[src/common/fcu_pkg.sv]
/*
 * Constants, types and decode helpers of the float/integer conversion unit.
 * Assumes the consumer imports the whole package.
 */
package fcu_pkg;
    // Bus and register file geometry.
    localparam int FCU_AW = 8;
    localparam int FCU_DW = 32;
    localparam int FCU_RIW = 3;
    localparam int FCU_NREG = 8;
    // Register byte offsets.
    localparam logic [7:0] FCU_INSTR_OFS = 8'h00;
    localparam logic [7:0] FCU_STATUS_OFS = 8'h04;
    localparam logic [7:0] FCU_FLAGS_OFS = 8'h08;
    localparam logic [7:0] FCU_FPREG_BASE = 8'h20;
    localparam logic [7:0] FCU_FPREG_MASK = 8'he0;
    // Status fields.
    localparam int FCU_ST_BUSY_BIT = 0;
    localparam int FCU_ST_ILL_BIT = 1;
    // Status flags: test, integer zero/negative, float zero/negative, latched under/overflow.
    localparam int FCU_FLAGS_W = 7;
    localparam logic [6:0] FCU_FLAGS_RST = 7'h00;
    localparam logic [31:0] FCU_WORD_RST = 32'h0000_0000;
    // Instruction fields: low word in 15:0, high word in 31:16.
    localparam logic [15:0] FCU_LSW_S16 = 16'he68c;
    localparam logic [15:0] FCU_LSW_S32 = 16'he688;
    localparam logic [15:0] FCU_LSW_U16 = 16'he68e;
    localparam logic [15:0] FCU_LSW_U32 = 16'he68a;
    localparam logic [15:0] FCU_LSW_FRAC = 16'he6f1;
    localparam logic [15:0] FCU_LSW_I2F = 16'he68d;
    localparam int FCU_MSW_RND_BIT = 15;
    localparam int FCU_MSW_SRC_LSB = 3;
    localparam int FCU_MSW_DST_LSB = 0;
    localparam int FCU_PIPE_CYCLES = 2;
    // Single-precision exponent landmarks.
    localparam logic [7:0] FCU_EXP_BIAS = 8'h7f;
    localparam logic [7:0] FCU_EXP_FIX0 = 8'h76;
    localparam logic [7:0] FCU_EXP_INT = 8'h96;
    localparam logic [7:0] FCU_EXP_MAX = 8'h9e;
    localparam int FCU_FRAC_W = 32;

    // Conversion operations.
    typedef enum logic [3:0] {
        fcu_op_none, float_to_s16_trunc_op, float_to_s16_round_op, float_to_s32_trunc_op,
        float_to_u16_trunc_op, float_to_u16_round_op, float_to_u32_op,
        fraction_extract_op, s16_to_float_op
    } fcu_op_type;

    // Decodes a register-to-register conversion word; unknown words give none.
    function automatic fcu_op_type fcu_decode(input logic [31:0] w);
        logic rnd;
        fcu_op_type r;
        rnd = w[16 + FCU_MSW_RND_BIT];
        r = fcu_op_none;
        if (w[30:22] == 9'h000) begin
            unique case (w[15:0])
                FCU_LSW_S16: r = rnd ? float_to_s16_round_op : float_to_s16_trunc_op;
                FCU_LSW_U16: r = rnd ? float_to_u16_round_op : float_to_u16_trunc_op;
                FCU_LSW_S32: r = rnd ? fcu_op_none : float_to_s32_trunc_op;
                FCU_LSW_U32: r = rnd ? fcu_op_none : float_to_u32_op;
                FCU_LSW_FRAC: r = rnd ? fcu_op_none : fraction_extract_op;
                FCU_LSW_I2F: r = rnd ? fcu_op_none : s16_to_float_op;
                default: r = fcu_op_none;
            endcase
        end
        return r;
    endfunction

    // Position of the highest set bit, zero for an empty word.
    function automatic logic [4:0] fcu_lead_one(input logic [31:0] v);
        logic [4:0] p;
        p = 5'h00;
        for (int i = 0; i < 32; i++) begin
            if (v[i]) begin
                p = 5'(i);
            end
        end
        return p;
    endfunction
endpackage

[src/hdl/fcu_regfile.sv]
/*
 * Eight-word floating-point register file with one write and one read port.
 * Assumes callers allow one cycle for read data, which comes from a register.
 */
`timescale 1ns/1ns
`default_nettype none
module fcu_regfile
    import fcu_pkg::*;
(
    // Clock, reset and enable.
    input  wire logic              i_clk,
    input  wire logic              i_reset,
    input  wire logic              i_clk_en,
    // Write port.
    input  wire logic              i_we,
    input  wire logic [2:0]        i_waddr,
    input  wire logic [31:0]       i_wdata,
    // Read port.
    input  wire logic [2:0]        i_raddr,
    output logic      [31:0]       o_rdata
);
    logic [31:0] mem [FCU_NREG];      // Register contents.
    logic [31:0] next_mem [FCU_NREG]; // Contents after this cycle.
    logic [31:0] next_rdata;          // Read data after this cycle.

    // A read in the cycle of a write returns the old contents.
    always_comb begin
        next_mem = mem;
        next_rdata = mem[i_raddr];
        if (i_we) begin
            next_mem[i_waddr] = i_wdata;
        end
    end

    // Registers the array and the read word.
    always_ff @(posedge i_clk or posedge i_reset) begin
        if (i_reset) begin
            for (int i = 0; i < FCU_NREG; i++) begin
                mem[i] <= FCU_WORD_RST;
            end
            o_rdata <= FCU_WORD_RST;
        end else if (i_clk_en) begin
            mem <= next_mem;
            o_rdata <= next_rdata;
        end
    end
endmodule // fcu_regfile
`default_nettype wire

[src/hdl/fcu_convert.sv]
/*
 * Combinational conversion datapath: float to integer, fraction, int16 to float.
 * Assumes denormal inputs count as zero and out-of-range values saturate.
 */
`timescale 1ns/1ns
`default_nettype none
module fcu_convert
    import fcu_pkg::*;
(
    // Operation and source word.
    input  wire fcu_op_type        i_op,
    input  wire logic [31:0]       i_src,
    // Result word.
    output logic      [31:0]       o_result
);
    logic        sgn;      // Source sign.
    logic [7:0]  ex;       // Source exponent.
    logic        zero_in;  // Zero or denormal source.
    logic        big;      // Magnitude beyond 32 integer bits.
    logic [71:0] fx;       // Magnitude with 32 fraction bits.
    logic [39:0] ipart;    // Integer part of the magnitude.
    logic [31:0] frac;     // Fraction part of the magnitude.
    logic [39:0] mag;      // Truncated or rounded magnitude.
    logic        rnd;      // Rounding requested.
    logic [4:0]  lp;       // Leading one of the fraction part.
    logic [31:0] tf;       // Normalised fraction.
    logic [15:0] m16;      // Magnitude of the 16-bit integer.
    logic [23:0] t16;      // Normalised 16-bit magnitude.

    always_comb begin
        sgn = i_src[31];
        ex = i_src[30:23];
        zero_in = (ex == 8'h00);
        big = (ex > FCU_EXP_MAX);
        fx = '0;
        // Aligning the mantissa to a fixed point makes every form one shift.
        if (!zero_in && !big) begin
            if (ex >= FCU_EXP_FIX0) begin
                fx = 72'({1'b1, i_src[22:0]}) << (ex - FCU_EXP_FIX0);
            end else begin
                fx = 72'({1'b1, i_src[22:0]}) >> (FCU_EXP_FIX0 - ex);
            end
        end
        ipart = fx[71:32];
        frac = fx[31:0];
        rnd = (i_op == float_to_s16_round_op) || (i_op == float_to_u16_round_op);
        mag = ipart;
        if (rnd && frac[31] && ((|frac[30:0]) || ipart[0])) begin
            mag = ipart + 40'h1;
        end
        if (big) begin
            mag = '1;
        end
        lp = fcu_lead_one(frac);
        tf = frac << (5'h1f - lp);
        m16 = i_src[15] ? 16'(-i_src[15:0]) : i_src[15:0];
        t16 = 24'({m16, 8'h00}) << (5'h0f - fcu_lead_one({16'h0000, m16}));
        o_result = '0;
        unique case (i_op)
            float_to_s16_trunc_op, float_to_s16_round_op: begin
                // Results saturate to the signed 16-bit range.
                if (sgn) begin
                    o_result[15:0] = (mag > 40'h8000) ? 16'h8000 : 16'(-mag[15:0]);
                end else begin
                    o_result[15:0] = (mag > 40'h7fff) ? 16'h7fff : mag[15:0];
                end
                o_result[31:16] = {16{o_result[15]}};
            end
            float_to_s32_trunc_op: begin
                if (sgn) begin
                    o_result = (mag > 40'h8000_0000) ? 32'h8000_0000 : 32'(-mag[31:0]);
                end else begin
                    o_result = (mag > 40'h7fff_ffff) ? 32'h7fff_ffff : mag[31:0];
                end
            end
            float_to_u16_trunc_op, float_to_u16_round_op: begin
                // The upper half stays zero.
                if (!sgn) begin
                    o_result[15:0] = (mag > 40'hffff) ? 16'hffff : mag[15:0];
                end
            end
            float_to_u32_op: begin
                // Negative sources leave the zero in place.
                if (!sgn) begin
                    o_result = (mag > 40'hffff_ffff) ? 32'hffff_ffff : mag[31:0];
                end
            end
            fraction_extract_op: begin
                // Sources below one are their own fraction.
                if (!zero_in && ex < FCU_EXP_BIAS) begin
                    o_result = i_src;
                end else if (!zero_in && ex < FCU_EXP_INT && frac != 32'h0) begin
                    o_result = {sgn, 8'(FCU_EXP_BIAS - 8'(FCU_FRAC_W)) + {3'h0, lp}, tf[30:8]};
                end
            end
            s16_to_float_op: begin
                // Zero stays the all-zero word.
                if (m16 != 16'h0) begin
                    o_result = {i_src[15], FCU_EXP_BIAS + {3'h0, fcu_lead_one({16'h0, m16})},
                                t16[22:0]};
                end
            end
            default: o_result = '0;
        endcase
    end
endmodule // fcu_convert
`default_nettype wire

[src/hdl/fcu_top.sv]
/*
 * Conversion unit top: APB slave, instruction issue, two-stage pipeline.
 * Assumes an APB master that keeps requests stable until pready is sampled.
 */
`timescale 1ns/1ns
`default_nettype none
module fcu_top
    import fcu_pkg::*;
(
    // Clock, reset and enable.
    input  wire logic              i_clk,
    input  wire logic              i_reset,
    input  wire logic              i_clk_en,
    // APB request.
    input  wire logic              i_psel,
    input  wire logic              i_penable,
    input  wire logic              i_pwrite,
    input  wire logic [7:0]        i_paddr,
    input  wire logic [31:0]       i_pwdata,
    // APB answer.
    output logic      [31:0]       o_prdata,
    output logic                   o_pready,
    output logic                   o_pslverr
);
    // Pipeline stage.
    typedef enum logic [1:0] {fcu_st_idle, fcu_st_read, fcu_st_write} fcu_st_type;

    localparam int PIPE_LAT = FCU_PIPE_CYCLES;

    fcu_st_type  st, next_st;              // Pipeline stage.
    fcu_op_type  op_q, next_op_q;          // Operation in flight.
    logic [2:0]  src_q, next_src_q;        // Source register index.
    logic [2:0]  dst_q, next_dst_q;        // Destination register index.
    logic [31:0] instr_q, next_instr_q;    // Last instruction word written.
    logic [6:0]  flags_q, next_flags_q;    // Status flags, software owned.
    logic        ill_q, next_ill_q;        // Sticky unknown opcode.
    logic        rd_ok, next_rd_ok;        // Read port held the bus address.
    logic [31:0] next_prdata;              // Next read data.
    logic        next_pready;              // Next ready.
    logic        next_pslverr;             // Next error.
    logic        acc;                      // Access phase.
    logic        commit;                   // Transfer completes this edge.
    logic        sel_instr;                // Instruction register selected.
    logic        sel_status;               // Status register selected.
    logic        sel_flags;                // Flags register selected.
    logic        sel_fp;                   // Floating-point register selected.
    logic        mapped;                   // Address is decoded.
    logic        busy;                     // Pipeline occupied.
    logic        we;                       // Register file write.
    logic [2:0]  waddr;                    // Register file write index.
    logic [31:0] wdata;                    // Register file write data.
    logic [2:0]  raddr;                    // Register file read index.
    logic [31:0] rdata;                    // Register file read data.
    logic [31:0] conv;                     // Conversion result.
    fcu_op_type  dec;                      // Decoded write data.

    fcu_regfile u_regs (
        .i_clk    (i_clk),
        .i_reset  (i_reset),
        .i_clk_en (i_clk_en),
        .i_we     (we),
        .i_waddr  (waddr),
        .i_wdata  (wdata),
        .i_raddr  (raddr),
        .o_rdata  (rdata)
    );

    fcu_convert u_conv (
        .i_op     (op_q),
        .i_src    (rdata),
        .o_result (conv)
    );

    // Address decode and register file port steering.
    always_comb begin
        acc = i_psel && i_penable;
        commit = acc && o_pready;
        sel_instr = (i_paddr == FCU_INSTR_OFS);
        sel_status = (i_paddr == FCU_STATUS_OFS);
        sel_flags = (i_paddr == FCU_FLAGS_OFS);
        sel_fp = ((i_paddr & FCU_FPREG_MASK) == FCU_FPREG_BASE) && (i_paddr[1:0] == 2'h0);
        mapped = sel_instr || sel_status || sel_flags || sel_fp;
        busy = (st != fcu_st_idle);
        dec = fcu_decode(i_pwdata);
        // The pipeline owns the read port in its read stage.
        raddr = (st == fcu_st_read) ? src_q : i_paddr[4:2];
        we = (st == fcu_st_write) || (commit && i_pwrite && sel_fp);
        waddr = (st == fcu_st_write) ? dst_q : i_paddr[4:2];
        wdata = (st == fcu_st_write) ? conv : i_pwdata;
    end

    // Bus answer: one wait state, longer while the pipeline is busy.
    always_comb begin
        next_rd_ok = i_psel && (st != fcu_st_read) && !we;
        next_pready = 1'b0;
        next_pslverr = 1'b0;
        next_prdata = o_prdata;
        // Status answers even while busy so software can poll busy; the rest wait
        // so the delay-slot hazard cannot reach the register file.
        if (acc && !o_pready && (sel_status || (!busy && rd_ok))) begin
            next_pready = 1'b1;
            next_pslverr = !mapped;
            next_prdata = '0;
            if (!i_pwrite) begin
                if (sel_instr) begin
                    next_prdata = instr_q;
                end else if (sel_status) begin
                    next_prdata[FCU_ST_BUSY_BIT] = busy;
                    next_prdata[FCU_ST_ILL_BIT] = ill_q;
                end else if (sel_flags) begin
                    next_prdata[FCU_FLAGS_W-1:0] = flags_q;
                end else if (sel_fp) begin
                    next_prdata = rdata;
                end
            end
        end
    end

    // Register writes, instruction issue and pipeline stepping.
    always_comb begin
        next_st = st;
        next_op_q = op_q;
        next_src_q = src_q;
        next_dst_q = dst_q;
        next_instr_q = instr_q;
        next_flags_q = flags_q;
        next_ill_q = ill_q;
        unique case (st)
            fcu_st_idle: next_st = fcu_st_idle;
            fcu_st_read: next_st = fcu_st_write;
            fcu_st_write: next_st = fcu_st_idle;
        endcase
        // Only software writes the flags; conversions leave them.
        if (commit && i_pwrite && sel_flags) begin
            next_flags_q = i_pwdata[FCU_FLAGS_W-1:0];
        end
        // Writing one clears the sticky bit; a new set below wins.
        if (commit && i_pwrite && sel_status && i_pwdata[FCU_ST_ILL_BIT]) begin
            next_ill_q = 1'b0;
        end
        if (commit && i_pwrite && sel_instr) begin
            next_instr_q = i_pwdata;
            if (dec == fcu_op_none) begin
                next_ill_q = 1'b1;
            end else begin
                next_st = fcu_st_read;
                next_op_q = dec;
                next_src_q = i_pwdata[16 + FCU_MSW_SRC_LSB +: FCU_RIW];
                next_dst_q = i_pwdata[16 + FCU_MSW_DST_LSB +: FCU_RIW];
            end
        end
    end

    // Registers all control state; a low enable freezes everything.
    always_ff @(posedge i_clk or posedge i_reset) begin
        if (i_reset) begin
            st <= fcu_st_idle;
            op_q <= fcu_op_none;
            src_q <= 3'h0;
            dst_q <= 3'h0;
            instr_q <= FCU_WORD_RST;
            flags_q <= FCU_FLAGS_RST;
            ill_q <= 1'b0;
            rd_ok <= 1'b0;
            o_prdata <= FCU_WORD_RST;
            o_pready <= 1'b0;
            o_pslverr <= 1'b0;
        end else if (i_clk_en) begin
            st <= next_st;
            op_q <= next_op_q;
            src_q <= next_src_q;
            dst_q <= next_dst_q;
            instr_q <= next_instr_q;
            flags_q <= next_flags_q;
            ill_q <= next_ill_q;
            rd_ok <= next_rd_ok;
            o_prdata <= next_prdata;
            o_pready <= next_pready;
            o_pslverr <= next_pslverr;
        end
    end

    // Helpers for the checks: tie detection and write-stage qualifiers.
    logic [46:0] tie_w;  // Source mantissa aligned at the binary point.
    logic        tie;    // Source lies exactly halfway, below 16384.
    logic        wr_st;  // Pipeline write stage.
    always_comb begin
        tie_w = 47'({1'b1, rdata[22:0]}) << (rdata[30:23] - FCU_EXP_BIAS);
        tie = (rdata[30:23] >= FCU_EXP_BIAS) && (rdata[30:23] < 8'h8d)
            && (tie_w[22:0] == 23'h40_0000);
        wr_st = (st == fcu_st_write);
    end

    decode_round_a: assert property (@(posedge i_clk) disable iff (i_reset)
        (wr_st && op_q == float_to_s16_round_op) |->
        (instr_q[15:0] == FCU_LSW_S16 && instr_q[16 + FCU_MSW_RND_BIT]))
        else $error("round op issued from wrong word");
    tie_even_a: assert property (@(posedge i_clk) disable iff (i_reset)
        (wr_st && tie && (op_q == float_to_s16_round_op || op_q == float_to_u16_round_op)
         && !rdata[31]) |-> (we && !wdata[0]))
        else $error("tie not rounded to even");
    sign_extend_a: assert property (@(posedge i_clk) disable iff (i_reset)
        (wr_st && (op_q == float_to_s16_round_op || op_q == float_to_s16_trunc_op)) |->
        (wdata[31:16] == {16{wdata[15]}}))
        else $error("16-bit result not sign extended");
    s32_sign_a: assert property (@(posedge i_clk) disable iff (i_reset)
        (wr_st && op_q == float_to_s32_trunc_op && rdata[30:23] >= FCU_EXP_BIAS) |->
        (wdata[31] == rdata[31] && wdata != 32'h0))
        else $error("32-bit result sign wrong");
    u16_upper_a: assert property (@(posedge i_clk) disable iff (i_reset)
        (wr_st && op_q == float_to_u16_trunc_op) |-> (wdata[31:16] == 16'h0000))
        else $error("unsigned truncation upper half set");
    u16r_upper_a: assert property (@(posedge i_clk) disable iff (i_reset)
        (wr_st && op_q == float_to_u16_round_op) |-> (wdata[31:16] == 16'h0000))
        else $error("unsigned rounding upper half set");
    u32_exact_a: assert property (@(posedge i_clk) disable iff (i_reset)
        (wr_st && op_q == float_to_u32_op && !rdata[31] && rdata[30:23] == FCU_EXP_INT) |->
        (wdata == {9'h001, rdata[22:0]} && wdata[23]))
        else $error("unsigned 32-bit value wrong");
    frac_small_a: assert property (@(posedge i_clk) disable iff (i_reset)
        (wr_st && op_q == fraction_extract_op) |-> (wdata[30:23] < FCU_EXP_BIAS))
        else $error("fraction not below one");
    i2f_sign_a: assert property (@(posedge i_clk) disable iff (i_reset)
        (wr_st && op_q == s16_to_float_op && rdata[15:0] != 16'h0) |->
        (wdata[31] == rdata[15] && wdata[30:23] >= FCU_EXP_BIAS))
        else $error("integer to float sign wrong");
    dest_index_a: assert property (@(posedge i_clk) disable iff (i_reset)
        wr_st |-> (we && waddr == instr_q[16 + FCU_MSW_DST_LSB +: FCU_RIW]))
        else $error("wrong destination register");
    flags_hold_a: assert property (@(posedge i_clk) disable iff (i_reset)
        !(commit && i_pwrite && sel_flags) |=> $stable(flags_q))
        else $error("flags changed by conversion");
    issue_lat_a: assert property (@(posedge i_clk) disable iff (i_reset)
        (st == fcu_st_read && i_clk_en) ##1 (i_clk_en [*1]) |-> wr_st ##1 (st == fcu_st_idle))
        else $error("pipeline latency wrong");
    neg_unsigned_a: assert property (@(posedge i_clk) disable iff (i_reset)
        (wr_st && rdata[31] && (op_q == float_to_u32_op || op_q == float_to_u16_trunc_op
         || op_q == float_to_u16_round_op)) |-> (wdata == 32'h0))
        else $error("negative unsigned not zero");
    round_run_c: cover property (@(posedge i_clk) disable iff (i_reset)
        wr_st && op_q == float_to_s16_round_op && tie);
    frac_run_c: cover property (@(posedge i_clk) disable iff (i_reset)
        wr_st && op_q == fraction_extract_op);
    i2f_run_c: cover property (@(posedge i_clk) disable iff (i_reset)
        wr_st && op_q == s16_to_float_op && rdata[15]);
    stall_c: cover property (@(posedge i_clk) disable iff (i_reset)
        acc && busy && !o_pready ##PIPE_LAT o_pready);
endmodule // fcu_top
`default_nettype wire

[config.mk]
export PLATFORM = sky130hd
export DESIGN_NAME = fcu_top
export DESIGN_NICKNAME = d
export VERILOG_FILES = /design/src/common/fcu_pkg.sv /design/src/hdl/fcu_regfile.sv /design/src/hdl/fcu_convert.sv /design/src/hdl/fcu_top.sv
export SDC_FILE = /design/constraint.sdc
export NUM_CORES = 2
export LEC_CHECK = 0
export ABC_AREA = 1
export CORE_ASPECT_RATIO = 1.5
export CORE_MARGIN = 2
export CORE_UTILIZATION = 30
export DETAILED_ROUTE_END_ITERATION = 8
export DONT_BUFFER_PORTS = 1
export PLACE_DENSITY = 0.42
export SETUP_SLACK_MARGIN = 0.3
export SYNTH_ARGS = -nofsm -noshare
export SYNTH_HDL_FRONTEND = slang
export SYNTH_SLANG_ARGS = --single-unit
[constraint.sdc]
create_clock -name i_clk -period 16.3 [get_ports i_clk]
set_clock_uncertainty 0.2 [all_clocks]
set_input_delay 3.26 -clock i_clk [delete_from_list [all_inputs] [get_ports i_clk]]
set_output_delay 3.26 -clock i_clk [all_outputs]
set_load 0.05 [all_outputs]
Word-level counts from Yosys, hierarchy flattened
Index checks and enable logic that the tools add are counted.

storage, ports and cells
  word-level logic and storage cells = 222
  output and inout bits = 34
  bits in registers = 375
  bits of input ports = 46

operators by class
  eq/ne operators = 20
  muxes and demuxes = 100
  reductions and logical operators = 52
  bitwise operators = 3
  magnitude comparators = 13
  add/subtract/negate cells = 10
  shift operators = 4

operators by type and width
  kind                   number
  $mux 32                15
  $bwmux 256             1
  $mux 72                2
  $mux 5                 28
  $bmux 32 s3            1
  $demux 32 s3           1
  $eq 16x16->1 const B   6
  $mux 16                6
  $pmux 16 s6            1
  $gt 40x16->1 const B   2
  $gt 40x32->1 const B   2
  $mux 40                2
  $pmux 16 s5            1
  $shl 24x8->72          1
  $shr 24x8->72          1
  $add 40x1->40 const B  1
  $gt 40x15->1 const B   1
  $gt 40x31->1 const B   1
  $mux 4                 10
  $neg 16->16            2
  $neg 32->32            1
  $reduce_bool 32->1     1
  $shl 32x5->31          1
  $reduce_or 31->1       1
  44 further kinds       113

Longest topological paths before layout
  depth in word-level cells = 42
  mapped depth = 62
  depth with buffers taken out = 61

Hierarchy
From an unflattened synthesis, not the netlist that was laid out.

unflattened totals
  cells, all modules = 4547
  area, all modules = 29035.3 sq um

modules (own cells, without submodules)
  module       instances  seq. area each (sq um)  cells each  area an instance (sq um)
  fcu_regfile  1          7206.9                  1727        13848.3
  fcu_convert  1          0.0                     2217        10615.2
  fcu_top      1          2177.1                  603         4571.9

Worst setup path before layout
OpenSTA, ideal clock, no wires.

  path kind = register to register
  start = register u_regs.o_rdata[23]
  end = register u_regs.mem[126] (netlist name)
  path slack = 10437 ps
  buffers on the path = 4
  library setup time = 65 ps
  data required time = 16035 ps
  data arrival time = 5598 ps
  cell stages (with the launch flop) = 44
  period minus slack after synthesis = 5863 ps
  path through = dfrtp_1 buf_6 inv_4 buf_2 buf_1 ha_1 inv_1 clkbuf_1 nand2_1 nand3_1 nand3_1 a31oi_2 inv_2 nor2_2 nand2_1 nor2_2 nand2_1 nor3_2 (+8 left out) nor2_1 nand3_1 nor2_1 nand2_1 nor2_2 nand3_2 nor2_2 nand3_1 nor2_1 nand2_1 nor2_1 xor2_1 a21oi_1 o21ai_1 nand2_1 nand2_2 nand2_1 nand2_1

on the way
  longest elaborated chain between the ends = 41
  elaborated cells between the ends (all ways) = 77
  those cells by class = add/sub: 6; order compare: 9; shift: 2; mux: 48; reduce/logical: 12

RTL lines
  item                                          line                                  source
  start: declaration                            fcu_regfile.sv:20                     output logic [31:0] o_rdata
  start signal: assignment                      fcu_regfile.sv:44                     o_rdata <= next_rdata;
  $sub 7x8->8 (tied with other cells)           fcu_convert.sv:41                     fx = 72'({1'b1, i_src[22:0]}) >> (FCU_EXP_FIX0 - ex);
  $shr 24x8->72 (tied with other cells)         fcu_convert.sv:41
  $mux 72 or $logic_and 1x1->1 (tied branches)  fcu_convert.sv:38, fcu_convert.sv:37
  $mux 72                                       fcu_convert.sv:37                     if (!zero_in && !big) begin
  $mux 1                                        fcu_pkg.sv:74                         if (v[i]) begin
  $mux 2 (2 in a row)                           fcu_pkg.sv:74
  $mux 3 (4 in a row)                           fcu_pkg.sv:74
  $mux 4 (8 in a row)                           fcu_pkg.sv:74
  $mux 5 (16 in a row)                          fcu_pkg.sv:74
  $add 7x5->8                                   fcu_convert.sv:93                     o_result = {sgn, 8'(FCU_EXP_BIAS - 8'(FCU_FRAC_W)) + {3'h0, lp}, tf[30:8]};
  $mux 32                                       fcu_convert.sv:92                     end else if (!zero_in && ex < FCU_EXP_INT && frac != 32'h0) begin
  $mux 32                                       fcu_convert.sv:90                     if (!zero_in && ex < FCU_EXP_BIAS) begin
  $pmux 16 s5 (*)                               fcu_convert.sv:59                     unique case (i_op)
  $mux 32 (*)                                   fcu_top.sv:89                         wdata = (st == fcu_st_write) ? conv : i_pwdata;
  $bwmux 256 (*)                                fcu_regfile.sv:31                     next_mem[i_waddr] = i_wdata;
  end signal: assignment                        fcu_regfile.sv:43                     mem <= next_mem;
  end: declaration                              fcu_regfile.sv:22                     logic [31:0] mem [FCU_NREG];

Mark *: on every way between the ends. The rest lies on a longest branch, timed or not.
A chain may end at the register's enable or synchronous reset.

Worst setup path after layout
  start = register u_regs.o_rdata[24]
  end = register u_regs.mem[244] (netlist name)

on the way
  longest elaborated chain between the ends = 42
  elaborated cells between the ends (all ways) = 78
  those cells by class = add/sub: 6; order compare: 9; shift: 3; mux: 48; reduce/logical: 12

RTL lines
  item                                          line                                  source
  $sub 7x8->8 (tied with other cells)           fcu_convert.sv:41
  $shr 24x8->72 (tied with other cells)         fcu_convert.sv:41
  $mux 72 or $logic_and 1x1->1 (tied branches)  fcu_convert.sv:38, fcu_convert.sv:37
  $mux 72                                       fcu_convert.sv:37
  $mux 1                                        fcu_pkg.sv:74
  $mux 2 (2 in a row)                           fcu_pkg.sv:74
  $mux 3 (4 in a row)                           fcu_pkg.sv:74
  $mux 4 (8 in a row)                           fcu_pkg.sv:74
  $mux 5 (16 in a row)                          fcu_pkg.sv:74
  $sub 5x5->5                                   fcu_convert.sv:55                     tf = frac << (5'h1f - lp);
  $shl 32x5->31                                 fcu_convert.sv:55
  $mux 32                                       fcu_convert.sv:92
  $mux 32                                       fcu_convert.sv:90
  $pmux 16 s5 (*)                               fcu_convert.sv:59
  $mux 32 (*)                                   fcu_top.sv:89
  $bwmux 256 (*)                                fcu_regfile.sv:31

Marked as above.

==> metrics <==
min-delay src u_regs.mem[196]; full die area 0.0964 mm^2; DIE WIDTH 254 um; Leakage 15.2 nW; largest family of logic cells by synthesized area simple AND/OR/NAND/NOR gates; Pwr Total ~4.0 mW; adder and majority cell fraction of the synthesized area less than 1%; GRT overflow 0; crit path from u_regs.o_rdata[24]; post-synthesis net count about 4,500; worst r2r src u_regs.o_rdata[24]; CP Class reg -> reg; DR top layer met5; Layout Utilization 32.6%; met3 WL post-DR around 6.5 mm; Max Slew Vio Count 0; Post-Synth Simple-Gate Area between 30% and 40%; TritonCTS Buffers 38; final worst-path cycle share 56.8%; vias in the first global route ~30,000; Clk pwr share a little under a quarter; Hold Slack roughly 270 ps; CTS max path bufs 3; Critical Path Max Stage Delay about 1100 ps; post-layout min period 9260 ps; Slowest cell on crit path nor3_1; vias per cell between 5 and 6; Synth Flop Type dfrtp_1; CP most frequent cell nand2_1; Warnings, synthesis 0; setup slack after layout 7040 ps; worst slew pin tran 1440 ps; Cell Area, Synth ~0.028 mm^2; Setup Fix Bufs, Post-CTS 0; Syn Area/Cell around 6.3 um^2; placed instance area 0.0290 mm^2; Met2 Wirelength about 70 mm; initial antenna violation count 3; CP Capture Type flip-flop; Sw Share between 50% and 60%; r2r worst-path depth 49; Cell variety after synth between 70 and 80; CTS tree done; Hold Vio Cnt, Final 0; status finished clean; CP arrival approximately 9500 ps; Setup TNS 0 ps; XOR/XNOR Fraction of Synth Area under 10%; Worst Hold Class reg -> reg; post-cts resize count 0; WL met1 between 50 and 60 mm; Seq pwr share between 20% and 30%; layout cell share with drive strength beyond 1 between 6 and 7%; Worst-Skew Late Latency approximately 580 ps; mux contribution to synthesized area 0.569%; WL/cell approximately 25 um; DP Worst Slack 7340 ps; worst vdd ir 106 uV; Fillers between 10,000 and 15,000; H-tree levels 2; Seq cells post-synth roughly 380; FMAX 108 MHz; Logic pwr share 51.6%; Post-Route WL 140 mm; Seq/Total Area, Yosys about a third; io pins 80; Cell Rows ~140; Final #Nets about 4,400; Worst R2R End u_regs.mem[244]; CTS hold repair buffers 0; first-pass GRT wire length around 200 mm; Max Cap Viol 0; Die Ht around 380 um; n_diodes 0; DR iter-0 viols around 2,400; number of synthesized flops with an enable pin 0; Worst Setup EP u_regs.mem[244]; Clock transition at path regs roughly 60 ps; CTS sink cnt roughly 380; RSZ-0062 raised after global routing false; Cell Int Power between 2 and 2.5 mW; worst-path fanout max 36; Psw just over 2 mW; Post-synth ARST share 100%; Post-Place Cells 5,521; fin cells 5,589; Post-DRT Antenna Nets 0; Final Setup Violations 0; Req. time, crit path 16,550 ps; Final HPWL DP roughly 100 mm; core area just over 0.09 mm^2; GP Congestion just under 1; synth-to-layout area growth 7.65%; pin count of the biggest net entering global routing ~150; slew margin rel. under 10%; PwrDens ~130 mW/mm^2; CTS root buffer clkbuf_16; internal reg-to-reg setup slack approximately 7000 ps; IO buf count 0; Post-Synthesis Cells between 4,000 and 5,000; Compound-Gate Fraction of Synth Area between 15 and 20%; DRC violations left 0; iteration count of the initial detailed-routing pass 5; vias between 20,000 and 30,000; Final Instance Area 0.0303 mm^2; All-Layer GR Usage 28.8%; initial core utilization a little under a third; CP Launch Type flip-flop
layer usage:
layer	global-route usage (%)	up-vias
met5	0	-
met4	18.2	6
met3	4.33	320
met2	51.7	820
met1	31.6	14343
li1	-	14187
cells in the final DEF, fill, tap and decap left out, drive strengths merged, types with 4 or more instances in the layout:
| cell type | n |
|---|---|
| nand3 | 406 |
| a31oi | 14 |
| nand2 | 1740 |
| o21a | 9 |
| o21ai | 510 |
| o22ai | 20 |
| nand4 | 31 |
| xnor2 | 7 |
| or2 | 8 |
| dfrtp | 375 |
| nor4 | 20 |
| a22oi | 8 |
| o211ai | 27 |
| clkbuf | 59 |
| mux2i | 16 |
| o221ai | 55 |
| o31ai | 10 |
| nand3b | 4 |
| nor2 | 406 |
| a221oi | 7 |
| inv | 329 |
| ha | 13 |
| xor2 | 34 |
| a21oi | 105 |
| nor3 | 27 |
| clkinv | 13 |
| buf | 61 |
worst max-delay path: cells and delay by family, from the launching register on:
kind,cells,cell delay (ps)
buf+inv,3,910
simple gates,42,6290
compound gates,3,610
flops,1,370
fa+ha+maj,1,720
flip-flops by register name (all words and copies together) (netlist names):
register,count
flags_q,7
dst_q,3
u_regs.o_rdata,32
src_q,3
ill_q,1
st,2
o_prdata,32
o_pslverr,1
op_q,4
o_pready,1
u_regs.mem,256
instr_q,32
rd_ok,1
cells by family after synthesis:
family                   count (synthesis)
AND/OR/NAND/NOR                       2646
AO/OA/AOI/OAI                          782
buffers and inverters                  583
flip-flops                             375
XOR/XNOR                                41
multiplexers                            16
adder cells (fa/ha/maj)                 13
power groups by stage:
stage	clock [mW]	sequential (mW)	combinational, mW
after floorplan	0	1.01	1.36
after global placement	0	1.03	2.03
after detailed placement	0	1.03	2.01
after CTS	0.963	1.01	2.01
after global routing	0.989	1.02	2.26
final	0.939	1.02	2.08
worst min-delay path by stage:
stage / end / slack [ps] / depth (start not counted)
finish: u_regs.mem[196] / 270 / 2
global route: u_regs.mem[201] / 290 / 2
CTS: instr_q[11] / 280 / 2
detailed placement: u_regs.mem[192] / 260 / 2
global placement: instr_q[8] / 250 / 2
floorplan: instr_q[11] / 240 / 2
final cells by class:
class                           count  area [um^2]  area share, %
Sequential cell                   375         9380           31.0
Tap cell                         1251         1570           5.16
Multi-Input combinational cell   3498        16300           53.8
Timing Repair Buffer               61          470           1.55
Clock inverter                      9         97.6          0.322
Inverter                          336         1280           4.23
Clock buffer                       59         1200           3.96
cell usage after synthesis, types with 5 or more instances:
cell	count	area share (%)
xor2_1	31	0.96
nor2_1	376	5.0
buf_6	16	0.64
buf_2	26	0.46
buf_4	16	0.43
nor2_4	10	0.40
nand2_4	5	0.20
a221oi_1	7	0.22
nand4_1	30	0.67
inv_2	23	0.31
ha_1	13	0.58
nor3_1	25	0.44
dfrtp_1	375	33
dlygate4sd3_1	19	0.68
buf_1	16	0.21
a22oi_1	8	0.21
mux2i_1	16	0.57
o31ai_1	10	0.27
inv_1	304	4.1
nor4_1	18	0.40
nor2_2	18	0.40
o211ai_1	27	0.72
nand3_1	401	7.1
nand2_2	36	0.80
a21oi_1	102	1.8
o21ai_1	35	0.62
clkbuf_1	143	1.9
clkbuf_4	9	0.24
o21a_1	9	0.24
a31oi_1	13	0.29
clkinv_1	6	0.080
o221ai_1	55	1.7
nand2_1	1699	23
xnor2_1	7	0.22
o21ai_0	466	8.3
o21ai_2	9	0.28
o22ai_1	20	0.44
No activity file was read; power rests on OpenSTA's default activity.
